==> src/inc/keyport_params.svh <==
// Offsets, field positions, reset values and timing for the keystroke port
// Behaviour
// - Packet is 19 inputs then 6 outputs
// - Long gap returns position to bit one
// - Bits 1-8 are character, LSB first
// - Bits 9-16 are the eight modifiers
// - Bit 17 selects send or status only
// - Bits 20-22 return num, caps, scroll
// - Bits 23-25 reserved, still clocked out
// - Shifted characters gain a shift modifier
// - Keep below 18 ms, restart above 20
// - Status-only packet sends no keystroke
`ifndef KEYPORT_PARAMS_SVH
`define KEYPORT_PARAMS_SVH

// ==========================================================
// Packet layout
`define IN_BITS      19
`define OUT_BITS     6
`define PKT_BITS     25
`define CHAR_LSB     0
`define MOD_LSB      8
`define CMD_POS      16
`define LSHIFT_POS   1

// ==========================================================
// Timing
`define CLK_MHZ      20
`define TICK_US      1000
`define TICK_CYCLES  (`TICK_US * `CLK_MHZ)
`define GAP_MS       19

// ==========================================================
// Register map
`define KEY_OFS      4'h0
`define LOCK_OFS     4'h4
`define STAT_OFS     4'h8
`define KEY_VALID_POS 16
`define LOCK_RST     3'h0

`endif

==> src/inc/keyport_pkg.sv <==
// Types shared by the keystroke port
`default_nettype none
package keyport_pkg;
    typedef enum logic [2:0] {
        S_IDLE    = 3'b001,
        S_PRESENT = 3'b010,
        S_HOLD    = 3'b100
    } port_state_t;
endpackage : keyport_pkg
`default_nettype wire

==> src/verilog/gap_timer.sv <==
// Inactivity timer measuring the gap between serial strobe edges
`timescale 1ns/10ps
`default_nettype none
module gap_timer #(
    parameter int TICK_CYCLES = 20000,
    parameter int GAP_TICKS   = 19
) (
    input  wire logic clk,
    input  wire logic rst_b,
    input  wire logic restart,
    output logic      expired
);
    localparam int TW = $clog2(TICK_CYCLES + 1);
    localparam int GW = $clog2(GAP_TICKS + 1);

    generate
        if (TICK_CYCLES < 1 || GAP_TICKS < 1) begin : g_bad
            $error("gap_timer: counts must be positive");
        end
    endgenerate

    logic [TW-1:0] div_r;
    logic [GW-1:0] ms_r;
    wire           tick = (div_r == TW'(TICK_CYCLES - 1));

    // ==========================================================
    // Divider and tick counter; restart realigns both so the gap is exact
    always_ff @(posedge clk or negedge rst_b) begin
        if (!rst_b) begin
            div_r <= '0;
            ms_r  <= '0;
        end else if (restart) begin
            div_r <= '0;
            ms_r  <= '0;
        end else begin
            div_r <= tick ? '0 : div_r + TW'(1);
            if (tick && !expired)
                ms_r <= ms_r + GW'(1);
        end
    end

    assign expired = (ms_r == GW'(GAP_TICKS));
endmodule : gap_timer
`default_nettype wire

==> src/verilog/keyport.sv <==
// Serial keystroke packet port with Wishbone register access
//
// Added by the designer: register access over Wishbone and the address map.
`timescale 1ns/10ps
`default_nettype none
`include "keyport_params.svh"
module keyport #(
    parameter int TICK_CYCLES = `TICK_CYCLES,
    parameter int GAP_MS      = `GAP_MS
) (
    input  wire logic        CLOCK,
    input  wire logic        RST_B,
    input  wire logic        WB_CYC_I,
    input  wire logic        WB_STB_I,
    input  wire logic        WB_WE_I,
    input  wire logic [3:0]  WB_ADR_I,
    input  wire logic [3:0]  WB_SEL_I,
    input  wire logic [31:0] WB_DAT_I,
    output logic      [31:0] WB_DAT_O,
    output logic             WB_ACK_O,
    input  wire logic        SER_STROBE_B,
    input  wire logic        SER_DATA_I,
    output logic             SER_DATA_O,
    output logic             SER_DATA_OE,
    output logic             SER_BUSY,
    output logic             KEY_SEND,
    output logic      [7:0]  KEY_CHAR,
    output logic      [7:0]  KEY_MOD
);
    generate
        if (GAP_MS <= 18 || GAP_MS >= 20) begin : g_bad
            $error("keyport: gap must lie between 18 and 20 ms");
        end
    endgenerate

    // ==========================================================
    // Shift-needed decode for printable characters
    function automatic logic needs_shift(input logic [7:0] c);
        needs_shift = (c >= 8'h41 && c <= 8'h5A) ||
                      (c >= 8'h21 && c <= 8'h26) ||
                      (c >= 8'h28 && c <= 8'h2B) ||
                      c == 8'h3A || c == 8'h3C || c == 8'h3E ||
                      c == 8'h3F || c == 8'h40 || c == 8'h5E ||
                      c == 8'h5F || (c >= 8'h7B && c <= 8'h7E);
    endfunction : needs_shift

    // ==========================================================
    // Pin synchronisers
    logic [1:0] meta_r;
    logic [1:0] sync_r;
    logic       strobe_d_r;
    always_ff @(posedge CLOCK or negedge RST_B) begin
        if (!RST_B) begin
            meta_r     <= 2'h3;
            sync_r     <= 2'h3;
            strobe_d_r <= 1'b1;
        end else begin
            meta_r     <= {SER_DATA_I, SER_STROBE_B};
            sync_r     <= meta_r;
            strobe_d_r <= sync_r[0];
        end
    end
    wire strobe_s  = sync_r[0];
    wire data_s    = sync_r[1];
    wire strobe_fl = strobe_d_r & ~strobe_s;
    wire strobe_rs = ~strobe_d_r & strobe_s;

    // ==========================================================
    // Gap timer, restarted on every strobe edge
    wire gap_out;
    gap_timer #(
        .TICK_CYCLES (TICK_CYCLES),
        .GAP_TICKS   (GAP_MS)
    ) u_gap (
        .clk     (CLOCK),
        .rst_b   (RST_B),
        .restart (strobe_fl | strobe_rs),
        .expired (gap_out)
    );
    // Expiry holds until the next edge; that edge opens a fresh packet
    wire gap_rst = gap_out & ~strobe_fl & ~strobe_rs;

    // ==========================================================
    // Packet engine
    keyport_pkg::port_state_t state_r;
    keyport_pkg::port_state_t state_nxt;
    logic [4:0]            pos_r;
    logic [`IN_BITS-1:0]   in_r;
    logic [2:0]            lock_r;
    logic                  valid_r;

    wire       in_phase  = (pos_r < 5'(`IN_BITS));
    wire       last_bit  = (pos_r == 5'(`PKT_BITS - 1));
    wire [4:0] out_idx   = pos_r - 5'(`IN_BITS);
    wire [7:0] out_vec   = {5'h00, lock_r};
    wire       out_bit   = out_vec[out_idx[2:0]];
    wire       pkt_done  = (state_r == keyport_pkg::S_HOLD) && strobe_rs &&
                           last_bit;
    wire [7:0] char_w    = in_r[`CHAR_LSB +: 8];
    wire       shift_w   = needs_shift(char_w);

    always_comb begin
        state_nxt = state_r;
        case (state_r)
            keyport_pkg::S_IDLE:
                if (strobe_fl)
                    state_nxt = in_phase ? keyport_pkg::S_HOLD
                                         : keyport_pkg::S_PRESENT;
            keyport_pkg::S_PRESENT:
                state_nxt = keyport_pkg::S_HOLD;
            keyport_pkg::S_HOLD:
                if (strobe_rs)
                    state_nxt = keyport_pkg::S_IDLE;
            default:
                state_nxt = keyport_pkg::S_IDLE;
        endcase
        if (gap_rst)
            state_nxt = keyport_pkg::S_IDLE;
    end

    always_ff @(posedge CLOCK or negedge RST_B) begin
        if (!RST_B) begin
            state_r <= keyport_pkg::S_IDLE;
            pos_r   <= 5'h00;
            in_r    <= '0;
        end else begin
            state_r <= state_nxt;
            if (gap_rst)
                pos_r <= 5'h00;
            else if (state_r == keyport_pkg::S_HOLD && strobe_rs)
                pos_r <= last_bit ? 5'h00 : pos_r + 5'h01;
            if (state_r == keyport_pkg::S_IDLE && strobe_fl && in_phase)
                in_r[pos_r] <= data_s;
        end
    end

    // ==========================================================
    // Pin drivers
    always_ff @(posedge CLOCK or negedge RST_B) begin
        if (!RST_B) begin
            SER_BUSY    <= 1'b0;
            SER_DATA_O  <= 1'b0;
            SER_DATA_OE <= 1'b0;
        end else begin
            SER_BUSY    <= (state_nxt == keyport_pkg::S_HOLD);
            SER_DATA_O  <= out_bit;
            SER_DATA_OE <= !in_phase &&
                           state_nxt != keyport_pkg::S_IDLE;
        end
    end

    // ==========================================================
    // Keystroke hand-off after the full packet
    always_ff @(posedge CLOCK or negedge RST_B) begin
        if (!RST_B) begin
            KEY_SEND <= 1'b0;
            KEY_CHAR <= 8'h00;
            KEY_MOD  <= 8'h00;
        end else begin
            KEY_SEND <= pkt_done && !in_r[`CMD_POS];
            if (pkt_done && !in_r[`CMD_POS]) begin
                KEY_CHAR <= char_w;
                KEY_MOD  <= in_r[`MOD_LSB +: 8] |
                            {6'h00, shift_w, 1'b0};
            end
        end
    end

    // ==========================================================
    // Wishbone slave, one wait state
    wire       req    = WB_CYC_I & WB_STB_I;
    wire       wr_go  = req & WB_WE_I & WB_ACK_O;
    wire       hit_k  = (WB_ADR_I == `KEY_OFS);
    wire       hit_l  = (WB_ADR_I == `LOCK_OFS);
    wire       hit_s  = (WB_ADR_I == `STAT_OFS);
    wire       clr_v  = wr_go & hit_k & WB_SEL_I[2] &
                        WB_DAT_I[`KEY_VALID_POS];
    wire [31:0] rd_w  =
        hit_k ? {15'h0000, valid_r, KEY_MOD, KEY_CHAR} :
        hit_l ? {29'h00000000, lock_r} :
        hit_s ? {24'h000000, SER_DATA_OE, SER_BUSY, 1'b0, pos_r} :
                32'h00000000;

    always_ff @(posedge CLOCK or negedge RST_B) begin
        if (!RST_B) begin
            WB_ACK_O <= 1'b0;
            WB_DAT_O <= 32'h00000000;
            lock_r   <= `LOCK_RST;
            valid_r  <= 1'b0;
        end else begin
            WB_ACK_O <= req & ~WB_ACK_O;
            if (req & ~WB_ACK_O)
                WB_DAT_O <= rd_w;
            if (wr_go & hit_l & WB_SEL_I[0])
                lock_r <= WB_DAT_I[2:0];
            // New keystroke wins over a clear
            if (KEY_SEND)
                valid_r <= 1'b1;
            else if (clr_v)
                valid_r <= 1'b0;
        end
    end
endmodule : keyport
`default_nettype wire

==> config.mk <==
export PLATFORM = sky130hd
export DESIGN_NAME = keyport
export DESIGN_NICKNAME = d
export VERILOG_FILES = /design/src/inc/keyport_pkg.sv /design/src/verilog/gap_timer.sv /design/src/verilog/keyport.sv
export VERILOG_INCLUDE_DIRS = /design/src /design/src/inc
export SDC_FILE = /design/constraint.sdc
export NUM_CORES = 1
export LEC_CHECK = 0
export BUFFER_PORTS_ARGS = -buffer_cell sky130_fd_sc_hd__buf_2
export CAP_MARGIN = 40
export CORE_ASPECT_RATIO = 0.7
export CORE_MARGIN = 2
export CORE_UTILIZATION = 26
export DETAILED_ROUTE_END_ITERATION = 10
export PLACE_DENSITY = 0.41
export SYNTH_ARGS = -nofsm -noshare
export SYNTH_HDL_FRONTEND = slang
export SYNTH_SLANG_ARGS = --single-unit
export TNS_END_PERCENT = 10
==> constraint.sdc <==
create_clock -name CLOCK -period 4.7 [get_ports CLOCK]
set_input_delay 0.47 -clock CLOCK [delete_from_list [all_inputs] [get_ports CLOCK]]
set_output_delay 0.47 -clock CLOCK [all_outputs]
set_load 0.005 [all_outputs]
==> results of run 1 <==
[cells in the mapped netlist (2+ instances only)]
cell type  number
clkbuf_1        7
o21ba_2         2
a22oi_1         4
a21oi_1        10
nor3_1         10
ha_1            8
xnor2_1         9
nor3b_1         4
buf_2           5
nand2_1        40
nor2_1         26
o21ai_0        26
dfstp_2         6
nor2b_1         4
a31o_2          2
a22o_1          4
xor2_1          5
nand4_1         9
buf_4          15
nor4_1          6
o22ai_1         2
and3_1          3
mux2i_1         5
nand4bb_1       3
mux2_2         36
inv_1          17
nand3b_1        3
nand3_1        22
dfrtp_1        86
[cells by family after synthesis]
family	after synthesis	share of synthesized area [%]
DFF	92	52.7
other	1	0.0856
AOI/OAI and AO/OA	61	8.86
adders and majority gates	8	2.29
buffers and inverters	46	5.54
xor gates and xnor gates	14	2.80
and+or+nand+nor	143	17.3
muxes	41	10.4
[final cells by class]
| cell class | instances | share of cell area, % |
|---|---|---|
| flip-flops and latches | 92 | 44.7 |
| inverters | 17 | 1.24 |
| clock inverters | 5 | 1.16 |
| multi-input cells | 282 | 36.6 |
| well taps | 225 | 5.45 |
| clock buffers | 11 | 4.90 |
| repair buffers | 58 | 5.87 |
[worst min-delay path by stage]
stage,slack (ps),endpoint
finish,70,WB_DAT_O[12]
CTS,90,WB_DAT_O[12]
floorplan,170,KEY_CHAR[0]
detailed placement,350,sync_r[0]
global route,110,WB_DAT_O[12]
global placement,350,sync_r[1]
[power by group]
part | internal (mW) | total, mW | switching, mW | leakage [nW]
Clock | 0.442 | 0.760 | 0.318 | 0.152
Sequential | 0.819 | 0.862 | 0.0436 | 1.25
Combinational | 0.0599 | 0.150 | 0.0897 | 0.993
[per-stage QoR]
stage	cell area, um^2	power [mW]	std cells	util [%]
finish	5160	1.77	690	31.5
global route	5160	1.86	690	31.5
CTS	5160	1.80	690	31.5
detailed placement	4850	1.03	674	29.6
global placement	4850	1.03	674	29.6
floorplan	4430	0.966	420	-
[worst reg2reg max path, delay by kind of cell (launching register included)]
kind | cells | cell delay, ps
multiplexers | 1 | 380
flip-flops | 1 | 500
adder cells (fa/ha/maj) | 1 | 330
buffers and inverters | 2 | 460
AND/OR/NAND/NOR | 2 | 440
[sequential cells by signal (all words and copies together) (netlist names)]
| register | cells |
|---|---|
| u_gap.div_r | 15 |
| u_gap.ms_r | 5 |
| in_r | 17 |
| KEY_SEND | 1 |
| SER_DATA_O | 1 |
| KEY_CHAR | 8 |
| WB_DAT_O | 17 |
| sync_r | 2 |
| SER_DATA_OE | 1 |
| SER_BUSY | 1 |
| pos_r | 5 |
| state_r | 3 |
| lock_r | 3 |
| KEY_MOD | 8 |
| valid_r | 1 |
| strobe_d_r | 1 |
| meta_r | 2 |
| WB_ACK_O | 1 |
[per-layer routing]
metal	wire [um]	vias up
met5	0	-
met4	161	0
met3	517	12
met2	3750	73
met1	5310	1513
li1	-	1520
==> results.txt, run 1 <==
Synthesis-stage register bit count - 92
CP max stage cell - dfrtp_1
Crit path to - KEY_CHAR[6]
CP Buf/Inv Count - 2
Initial DRT Pass Iterations - 4
Worst-path clk slew - 70 ps
First-pass GRT wire length - 16700 um
Leading cell type in the layout, fill and taps excluded - dfrtp_1
Final setup TNS - 0 ps
Storage cell area - 2310 um^2
# hold bufs at CTS - 0
Seq/Total Area, Yosys - 52.7%
Critical Path RT - 4930 ps
Antenna cells - 0
Initial antenna violation count - 0
Crit path capture type - register
Placement Setup Slack - 2480 ps
Share of layout cells above drive strength 1 - 27.7%
Most used routing layer in global routing - met1
Area delta synth->final - 17.9%
R2R Path End - KEY_CHAR[6]
Crit path kind - reg2reg
Total gr overflow - 0
Setup violations, final - 0
RD Place Congestion - 0.754
Die X - 159 um
Minimum clock period - 2220 ps
CTS H-tree lvls - 3
Post-route ant nets - 0
Final Hold Violating Endpoints - 0
CTS max path bufs - 2
Most frequent cells in the layout - 86 x dfrtp_1, 53 x buf_2, 40 x nand2_1
Post CTS Setup Buffer Count - 0
Peak VDD IR - 0.132 mV
Initial core utilization - 26.7%
Netlist Area Pre-Place - 4380 um^2
Leading area contributor after synthesis - dfrtp_1
Crit-path cells - inv_1 -> ha_1 -> and4b_1 -> nor3b_2 -> buf_4 -> mux2_2
Max-cap violation count - 0
DRC - 0
Count of final max-slew check failures - 0
Top cell type's share of synthesized area - 49.1%
Worst slew margin - 51.8%
Actual slew at the worst max-slew pin - 722 ps
FILL cells - 1688
Grt met2 use - 15.3%
Worst r2r src - pos_r[0]
CTS tree - yes
Worst Skew - 7.60 ps
Buffers added on ports - 54
Outcome - complete, no violations
Die ar. - 17900 um^2
Count of different cell masters after synthesis - 56
Crit path max-delay family - flip-flops
Avg Inst Size Synth - 10.8 um^2
Area of the multi-input gates - 1890 um^2
Hold slack - 74.1 ps
Via count of the first global-routing pass - 3087
Core ar. - 16400 um^2
Wirelength per Cell - 14.1 um
DR vias/cell - 4.52
Worst skew pair latency - 350 ps
Total GRT Usage - 11.8%
Initial drt markers - 179
Crit path max fanout - 19
Synth Flop Type - dfrtp_1
Worst setup SP type - register
Die Y - 113 um
WL final - 9740 um
Number of flops mapped to enable cells by yosys - 0
Post-CTS resize count - 0
Top Ports - 100
Min-delay worst type - in2async
Ys async rst share - 100%
Final #Nets - 515
Largest net degree at the start of global routing - 57
Post-DP HPWL - 6870 um
Crit path largest cell delay - 500 ps
Power density cells - 343 nW/um^2
Met1 Use GR - 17.9%
M3 GR Usage - 3.44%
Unrepaired setup endpoints after global routing - no
Achievable Freq - 0.450 GHz
Crit path from - pos_r[0]
Final Cycle Share - 47.2%
Leakage - 2.40 nW
Rows - 39
Total CTS buffers - 9
CTS sink cnt - 92
CP arrival - 2450 ps
Root Driver - clkbuf_16
Syn Inst Count - 406
Syn. warnings - 0
Reg2Reg Setup Slack - 2480 ps
WP depth - 6
PnR worst setup slack - 2480 ps
Synth top area cells - dfrtp_1 49%, mux2_2 9.3%, dfstp_2 3.6%
Vias after detailed routing - 3118
Worst Reg-to-Reg Cells - 6
(Power assumes the default switching activity.)
==> run 2, diff against run 1 <==
--- a/config.mk
+++ b/config.mk
@@ -6,6 +6,7 @@
 export SDC_FILE = /design/constraint.sdc
 export NUM_CORES = 1
 export LEC_CHECK = 0
+export ABC_AREA = 1
 export BUFFER_PORTS_ARGS = -buffer_cell sky130_fd_sc_hd__buf_2
 export CAP_MARGIN = 40
 export CORE_ASPECT_RATIO = 0.7
==> constraint.sdc (replaced) <==
create_clock -name CLOCK -period 2.1 [get_ports CLOCK]
set_input_delay 0.21 -clock CLOCK [delete_from_list [all_inputs] [get_ports CLOCK]]
set_output_delay 0.21 -clock CLOCK [all_outputs]
set_load 0.005 [all_outputs]
==> run 2 against run 1 <==
  * Global-route usage rose by 0.79 points
  * Critical path depth grew 4
  * Sequential share of layout area is 1.2 points lower
  * Setup slack worse by 2200 ps
  * Combinational power rose to 4.9 times the previous value
==> results.txt, run 2 <==
Max-cap violation count - 0 (unchanged)
Pint - 2.96 mW (+120%)
Crit path capture type - register
Initial DRT Pass Iterations - 4 (unchanged)
Top cell type's share of synthesized area - 47.6% (-1.6 points)
Most frequent cells in the layout - 103 x nand2_1, 86 x dfrtp_1, 56 x inv_1
Total GRT Usage - 12.6% (+0.79 points)
Worst slew margin - 57.9% (+6.1 points)
Final Hold Violating Endpoints - 0 (unchanged)
CTS H-tree lvls - 3 (unchanged)
Final core occ - 31.0% (-0.48 points)
CTS max path bufs - 2 (unchanged)
Die Y - 114 um (+1.6%)
Buffers added on ports - 54 (unchanged)
Dpl cells - 787 (+17%)
Crit path largest cell delay - 450 ps (-50 ps)
Post CTS Setup Buffer Count - 0 (unchanged)
Count of different cell masters after synthesis - 42 (-25%)
Via count of the first global-routing pass - 3361 (+8.9%)
Sequential power share - 47.7% (-1.0 points)
CP max stage cell - dfrtp_1
Post-DP HPWL - 8160 um (+19%)
Number of flops mapped to enable cells by yosys - 0 (unchanged)
Post-CTS resize count - 0 (unchanged)
Root Driver - clkbuf_16
Unrepaired setup endpoints after global routing - no
Initial antenna violation count - 0 (unchanged)
Post-route ant nets - 0 (unchanged)
Seq/Total Area, Yosys - 51.0% (-1.7 points)
WL final - 10800 um (+11%)
First-pass GRT wire length - 17900 um (+7.1%)
Worst skew pair latency - 350 ps (about the same)
Leading area contributor after synthesis - dfrtp_1
Largest registers ranked by flip-flop count - WB_DAT_O (17), in_r (17), u_gap.div_r (15)
Synthesis-stage register bit count - 92 (unchanged)
Most frequent cells after synthesis - 103 x nand2_1, 86 x dfrtp_1, 56 x inv_1
Minimum clock period - 1860 ps (-357 ps)
Most numerous cell in the Yosys netlist - nand2_1
DR vias/cell - 4.21 (-6.9%)
Ys async rst share - 100% (unchanged)
Setup violations, final - 0 (unchanged)
Final Cycle Share - 88.7% (+41 points)
Outcome - complete, no violations
Wirelength per Cell - 13.4 um (-5.4%)
Sw Ratio - 31.1% (+5.6 points)
CP arrival - 2130 ps (-320 ps)
CP Buf/Inv Count - 3 (+1)
Core ar. - 17100 um^2 (+4.4%)
Vias after detailed routing - 3390 (+8.7%)
Final #Nets - 625 (+21%)
Leading cell type in the layout, fill and taps excluded - nand2_1
Antenna cells - 0 (unchanged)
Initial drt markers - 193 (+7.8%)
Crit-path cells - inv_1 -> ha_1 -> nand2_2 -> clkinv_2 -> nand3_2 -> nor2_4 -> nand2_4 -> inv_6 -> nor2_1 -> a21oi_1
Top Ports - 100 (unchanged)
Share of layout cells above drive strength 1 - 22.6% (-5.1 points)
Leakage - 2.53 nW (+5.6%)
Total gr overflow - 0 (unchanged)
Synth Flop Type - dfrtp_1
Min-delay worst type - in2reg
Die ar. - 18500 um^2 (+3.2%)
Avg Inst Size Synth - 8.93 um^2 (-17%)
Peak VDD IR - 0.338 mV (+160%)
Critical Path RT - 2370 ps (-2560 ps)
Area delta synth->final - 17.3%
DRC - 0 (unchanged)
Rows - 40 (+2.6%)
Die X - 162 um (+1.6%)
Clock power share - 35.3% (-7.6 points)
Synth top area cells - dfrtp_1 48%, nand2_1 8.5%, inv_1 4.6%
Crit path kind - reg2reg
Crit path max-delay family - simple AND/OR/NAND/NOR gates
Crit path max fanout - 18 (-1)
Syn Inst Count - 507 (+25%)
CTS tree - yes
Worst setup SP type - register
Syn. warnings - 0 (unchanged)
Final non-filler cell total - 806 (+17%)
Worst Skew - 7.59 ps (-0.0104 ps)
CTS sink cnt - 92 (unchanged)
Netlist Area Pre-Place - 4530 um^2 (+3.3%)
RD Place Congestion - 0.796 (+5.6%)
Largest net degree at the start of global routing - 46 (-19%)
Achievable Freq - 0.537 GHz (+19%)
NetSw - 1.33 mW (+200%)
Comb pwr share - 17.1% (+8.7 points)
Total CTS buffers - 9 (unchanged)
Count of final max-slew check failures - 0 (unchanged)
Worst-path clk slew - 70 ps (about the same)
Initial core utilization - 26.4% (-0.28 points)
Actual slew at the worst max-slew pin - 630 ps (-92.4 ps)
Power density cells - 808 nW/um^2 (+140%)
Final setup TNS - 0 ps (unchanged)
## run 2: power groups by stage
stage | Sequential [mW] | Combinational [mW] | Clock (mW)
floorplan | 2.04 | 0.517 | 0
global placement | 2.08 | 0.726 | 0
detailed placement | 2.08 | 0.735 | 0
CTS | 2.05 | 0.745 | 1.58
global route | 2.07 | 0.853 | 1.66
finish | 2.05 | 0.732 | 1.51
## run 2: logic make-up after synthesis
kind of cell	count (synthesis)	synth area share, %
AO/OA/AOI/OAI	81	11.3
XOR/XNOR	11	2.13
adder cells (fa/ha/maj)	8	2.21
buffers and inverters	88	9.65
flip-flops	92	51.0
multiplexers	2	0.498
other	1	0.0829
AND/OR/NAND/NOR	224	23.1
## run 2: worst paths after layout
check	start	endpoint	slack (ps)	cells past startpoint
setup / recovery	pos_r[0]	KEY_MOD[1]	240	10
max in group asynchronous	RST_B	in_r[14]	1100	3
min in group asynchronous	RST_B	in_r[6]	370	2
hold / removal	WB_DAT_I[2]	lock_r[2]	120	2
hold reg to reg	meta_r[1]	sync_r[1]	360	0
setup reg to reg	pos_r[0]	KEY_MOD[1]	240	10
## run 2: routing by layer
metal  part of all wire (%)  vias to the layer above  GRT usage (%)
met1                     51                     1577           18.2
met4                    1.3                        0           3.95
met5                      0                        -              0
met2                     42                       66           18.3
met3                    4.9                       10           3.26
li1                       -                     1737              -
## run 2: final cells by class
| type | count | area (um^2) |
|---|---|---|
| Sequential cell | 92 | 2310 |
| Timing Repair Buffer | 64 | 368 |
| Clock inverter | 5 | 36.3 |
| Tap cell | 231 | 289 |
| Clock buffer | 11 | 233 |
| Inverter | 62 | 240 |
| Multi-Input combinational cell | 341 | 1830 |
| Fill cell | 1851 | 11800 |
## run 2: timing repair
item                                    in CTS  in global routing
endpoints found under the setup margin       0                  0
hold buffers                                 3                  0
endpoints found under the hold margin       28                  0
## run 2: per-stage QoR
stage | setup WS, ps | power [mW] | hold slack (ps) | cell area [um^2]
final | 237 | 4.29 | 121 | 5310
after global routing | 60.7 | 4.58 | 113 | 5310
after CTS | 210 | 4.37 | 112 | 5310
after detailed placement | 211 | 2.81 | 209 | 5010
after global placement | 238 | 2.80 | 202 | 5010
after floorplan | 492 | 2.56 | -85.6 | 4580
==> run 3, diff against run 2 <==
--- a/config.mk
+++ b/config.mk
@@ -13,7 +13,7 @@
 export CORE_MARGIN = 2
 export CORE_UTILIZATION = 26
 export DETAILED_ROUTE_END_ITERATION = 10
-export PLACE_DENSITY = 0.41
+export PLACE_DENSITY = 0.43
 export SYNTH_ARGS = -nofsm -noshare
 export SYNTH_HDL_FRONTEND = slang
 export SYNTH_SLANG_ARGS = --single-unit
==> constraint.sdc (replaced) <==
create_clock -name CLOCK -period 1.6 [get_ports CLOCK]
set_input_delay 0.16 -clock CLOCK [delete_from_list [all_inputs] [get_ports CLOCK]]
set_output_delay 0.16 -clock CLOCK [all_outputs]
set_load 0.005 [all_outputs]
==> run 3 against run 2 <==
  * Core utilization grew 1.1 points
  * Register-to-register slack worse by 180 ps
  * Combinational power increased by 58%
  * Sequential share of layout area shrank 1.5 points
  * Clock-buffer cell count fell by 1
  * Cell count grew 1.5%
  * First-iteration DRC count up 7.3%
  * Via count increased by 3.2%
  * Setup slack worse by 180 ps
  * Clock power rose by 38%
  * Clock skew is 0.54 ps lower
  * Die area stayed put
==> results.txt, run 3 (synthesized netlist as in run 2, its figures left out) <==
Leakage - 2.63 nW (+3.8%)
Hold depth - 2 (unchanged)
CP dominant cell by count - nand2_1
WL final - 11200 um (+3.7%)
Final #Nets - 637 (+1.9%)
Outcome - complete, no violations
Leading cell type in the layout, fill and taps excluded - nand2_1
Worst skew pair latency - 340 ps (about the same)
Crit path max fanout - 6 (-12)
Minimum clock period - 1540 ps (-322 ps)
CP arrival - 1830 ps (-300 ps)
NetSw - 1.84 mW (+38%)
Clock power share - 35.2% (about the same)
Initial core utilization - 26.4% (unchanged)
Core ar. - 17100 um^2 (unchanged)
Die ar. - 18500 um^2 (unchanged)
Antenna cells - 0 (unchanged)
Crit path largest cell delay - 360 ps (-90 ps)
Dpl cell area - 5110 um^2 (+2.1%)
Post-route ant nets - 0 (unchanged)
Hold path start - WB_DAT_I[1]
CP max stage cell - dfrtp_1
Via count of the first global-routing pass - 3504 (+4.3%)
Design area - 5490 um^2 (+3.5%)
Buffers added on ports - 54 (unchanged)
Crit path kind - reg2reg
DRC - 0 (unchanged)
RD Place Congestion - 0.757 (-4.8%)
Pint - 4.06 mW (+37%)
Largest registers ranked by flip-flop count - WB_DAT_O (17), in_r (17), u_gap.div_r (15)
Die Y - 114 um (unchanged)
Final Cycle Share - 96.3% (+7.6 points)
Achievable Freq - 0.649 GHz (+21%)
CTS tree - yes
Comb pwr share - 19.7% (+2.6 points)
Final non-filler cell total - 818 (+1.5%)
Setup violations, final - 0 (unchanged)
DR vias/cell - 4.28 (+1.7%)
PnR worst setup slack - 59.7 ps (-178 ps)
Peak VDD IR - 0.450 mV (+33%)
R2R Path End - u_gap.ms_r[4]
CTS sink cnt - 92 (unchanged)
Worst-path clk slew - 70 ps (about the same)
Power density cells - 1070 nW/um^2 (+33%)
Min-delay worst type - in2reg
Count of final max-slew check failures - 0 (unchanged)
CP Buf/Inv Count - 1 (-2)
Share of layout cells above drive strength 1 - 26.6% (+4.0 points)
Crit path max-delay family - simple AND/OR/NAND/NOR gates
Final core occ - 32.1% (+1.1 points)
FILL cells - 1802 (-2.6%)
Sequential power share - 45.1% (-2.6 points)
Dpl cells - 799 (+1.5%)
Die X - 162 um (unchanged)
Final setup TNS - 0 ps (unchanged)
Worst Skew - 7.05 ps (-0.539 ps)
Sw Ratio - 31.2% (+0.10 points)
Worst r2r src - u_gap.div_r[0]
Worst Hold Path EP - lock_r[1]
Worst slew margin - 60.0% (+2.1 points)
Crit path capture type - register
Total gr overflow - 0 (unchanged)
Worst setup SP type - register
Reg2Reg Setup Slack - 60 ps (-180 ps)
Unrepaired setup endpoints after global routing - yes
Actual slew at the worst max-slew pin - 599 ps (-31.1 ps)
Placement Setup Slack - 16.4 ps (-194 ps)
First-pass GRT wire length - 18500 um (+3.5%)
Wirelength per Cell - 13.6 um (+2.2%)
Area delta synth->final - 21.4%
Rows - 40 (unchanged)
Total CTS buffers - 9 (unchanged)
Post-DP HPWL - 8590 um (+5.2%)
Total GRT Usage - 12.8% (+0.27 points)
Initial DRT Pass Iterations - 4 (unchanged)
CTS max path bufs - 2 (unchanged)
Crit-path cells - ha_1 -> nand2_1 -> nor2_1 -> inv_1 -> nor3_4 -> nand2_2 -> nand2_2 -> nand2_1 -> nand2_1
Top Ports - 100 (unchanged)
CTS H-tree lvls - 3 (unchanged)
Initial antenna violation count - 0 (unchanged)
Largest net degree at the start of global routing - 50 (+8.7%)
Initial drt markers - 207 (+7.3%)
Max-cap violation count - 0 (unchanged)
Vias after detailed routing - 3500 (+3.2%)
Final Hold Violating Endpoints - 0 (unchanged)
Most frequent cells in the layout - 100 x nand2_1, 86 x dfrtp_1, 54 x inv_1
Worst Reg-to-Reg Cells - 9 (-1)
Critical Path RT - 1890 ps (-480 ps)
Root Driver - clkbuf_16
==> run 3: timing repair <==
action,CTS,global route
setup buffers,0,0
hold buffers,3,0
endpoints found under the setup margin,0,51
hold endpoints to repair,19,0
resized for setup,0,17
==> run 3: how the worst max path moves through the flow <==
stage	cells after the start	startpoint	slack [ps]	to
final	9	u_gap.div_r[0]	60	u_gap.ms_r[4]
after global routing	10	u_gap.div_r[0]	-40	u_gap.div_r[14]
after CTS	6	u_gap.ms_r[0]	5	pos_r[0]
after detailed placement	6	u_gap.ms_r[0]	20	pos_r[0]
after global placement	8	strobe_d_r	50	in_r[9]
after floorplan	7	sync_r[0]	40	u_gap.div_r[12]
==> run 3: power by group through the flow <==
stage / Combinational (mW) / Clock [mW] / Sequential (mW)
2_1_floorplan: 0.679 / 0 / 2.68
3_3_place_gp: 1.11 / 0 / 2.70
3_5_place_dp: 1.12 / 0 / 2.70
4_1_cts: 1.13 / 2.15 / 2.66
5_1_grt: 1.33 / 2.25 / 2.69
6_report: 1.16 / 2.08 / 2.66
==> run 3: per-layer routing <==
metal / wire [um] / track usage, % / up-vias / share of wire [%]
li1: - / - / 1765 / -
met1: 6010 / 19.1 / 1660 / 54
met2: 4680 / 18.3 / 65 / 42
met5: 0 / 0 / - / 0
met3: 336 / 3.04 / 10 / 3.0
met4: 140 / 3.89 / 0 / 1.3
==> run 3: through the flow <==
step	power, mW	hold WS, ps
global placement	3.81	110
CTS	5.94	48.8
global route	6.27	57.5
finish	5.90	58.2
floorplan	3.36	-136
detailed placement	3.82	119
==> run 3: area by class of cell <==
cell class / count / area (um^2) / area share, %
clock buffer: 10 / 239 / 4.35
sequential: 92 / 2310 / 42.0
tap: 231 / 289 / 5.26
clock inverter: 6 / 46.3 / 0.843
inverter: 62 / 241 / 4.40
timing repair buffer: 76 / 470 / 8.56
multi-input combinational: 341 / 1900 / 34.5
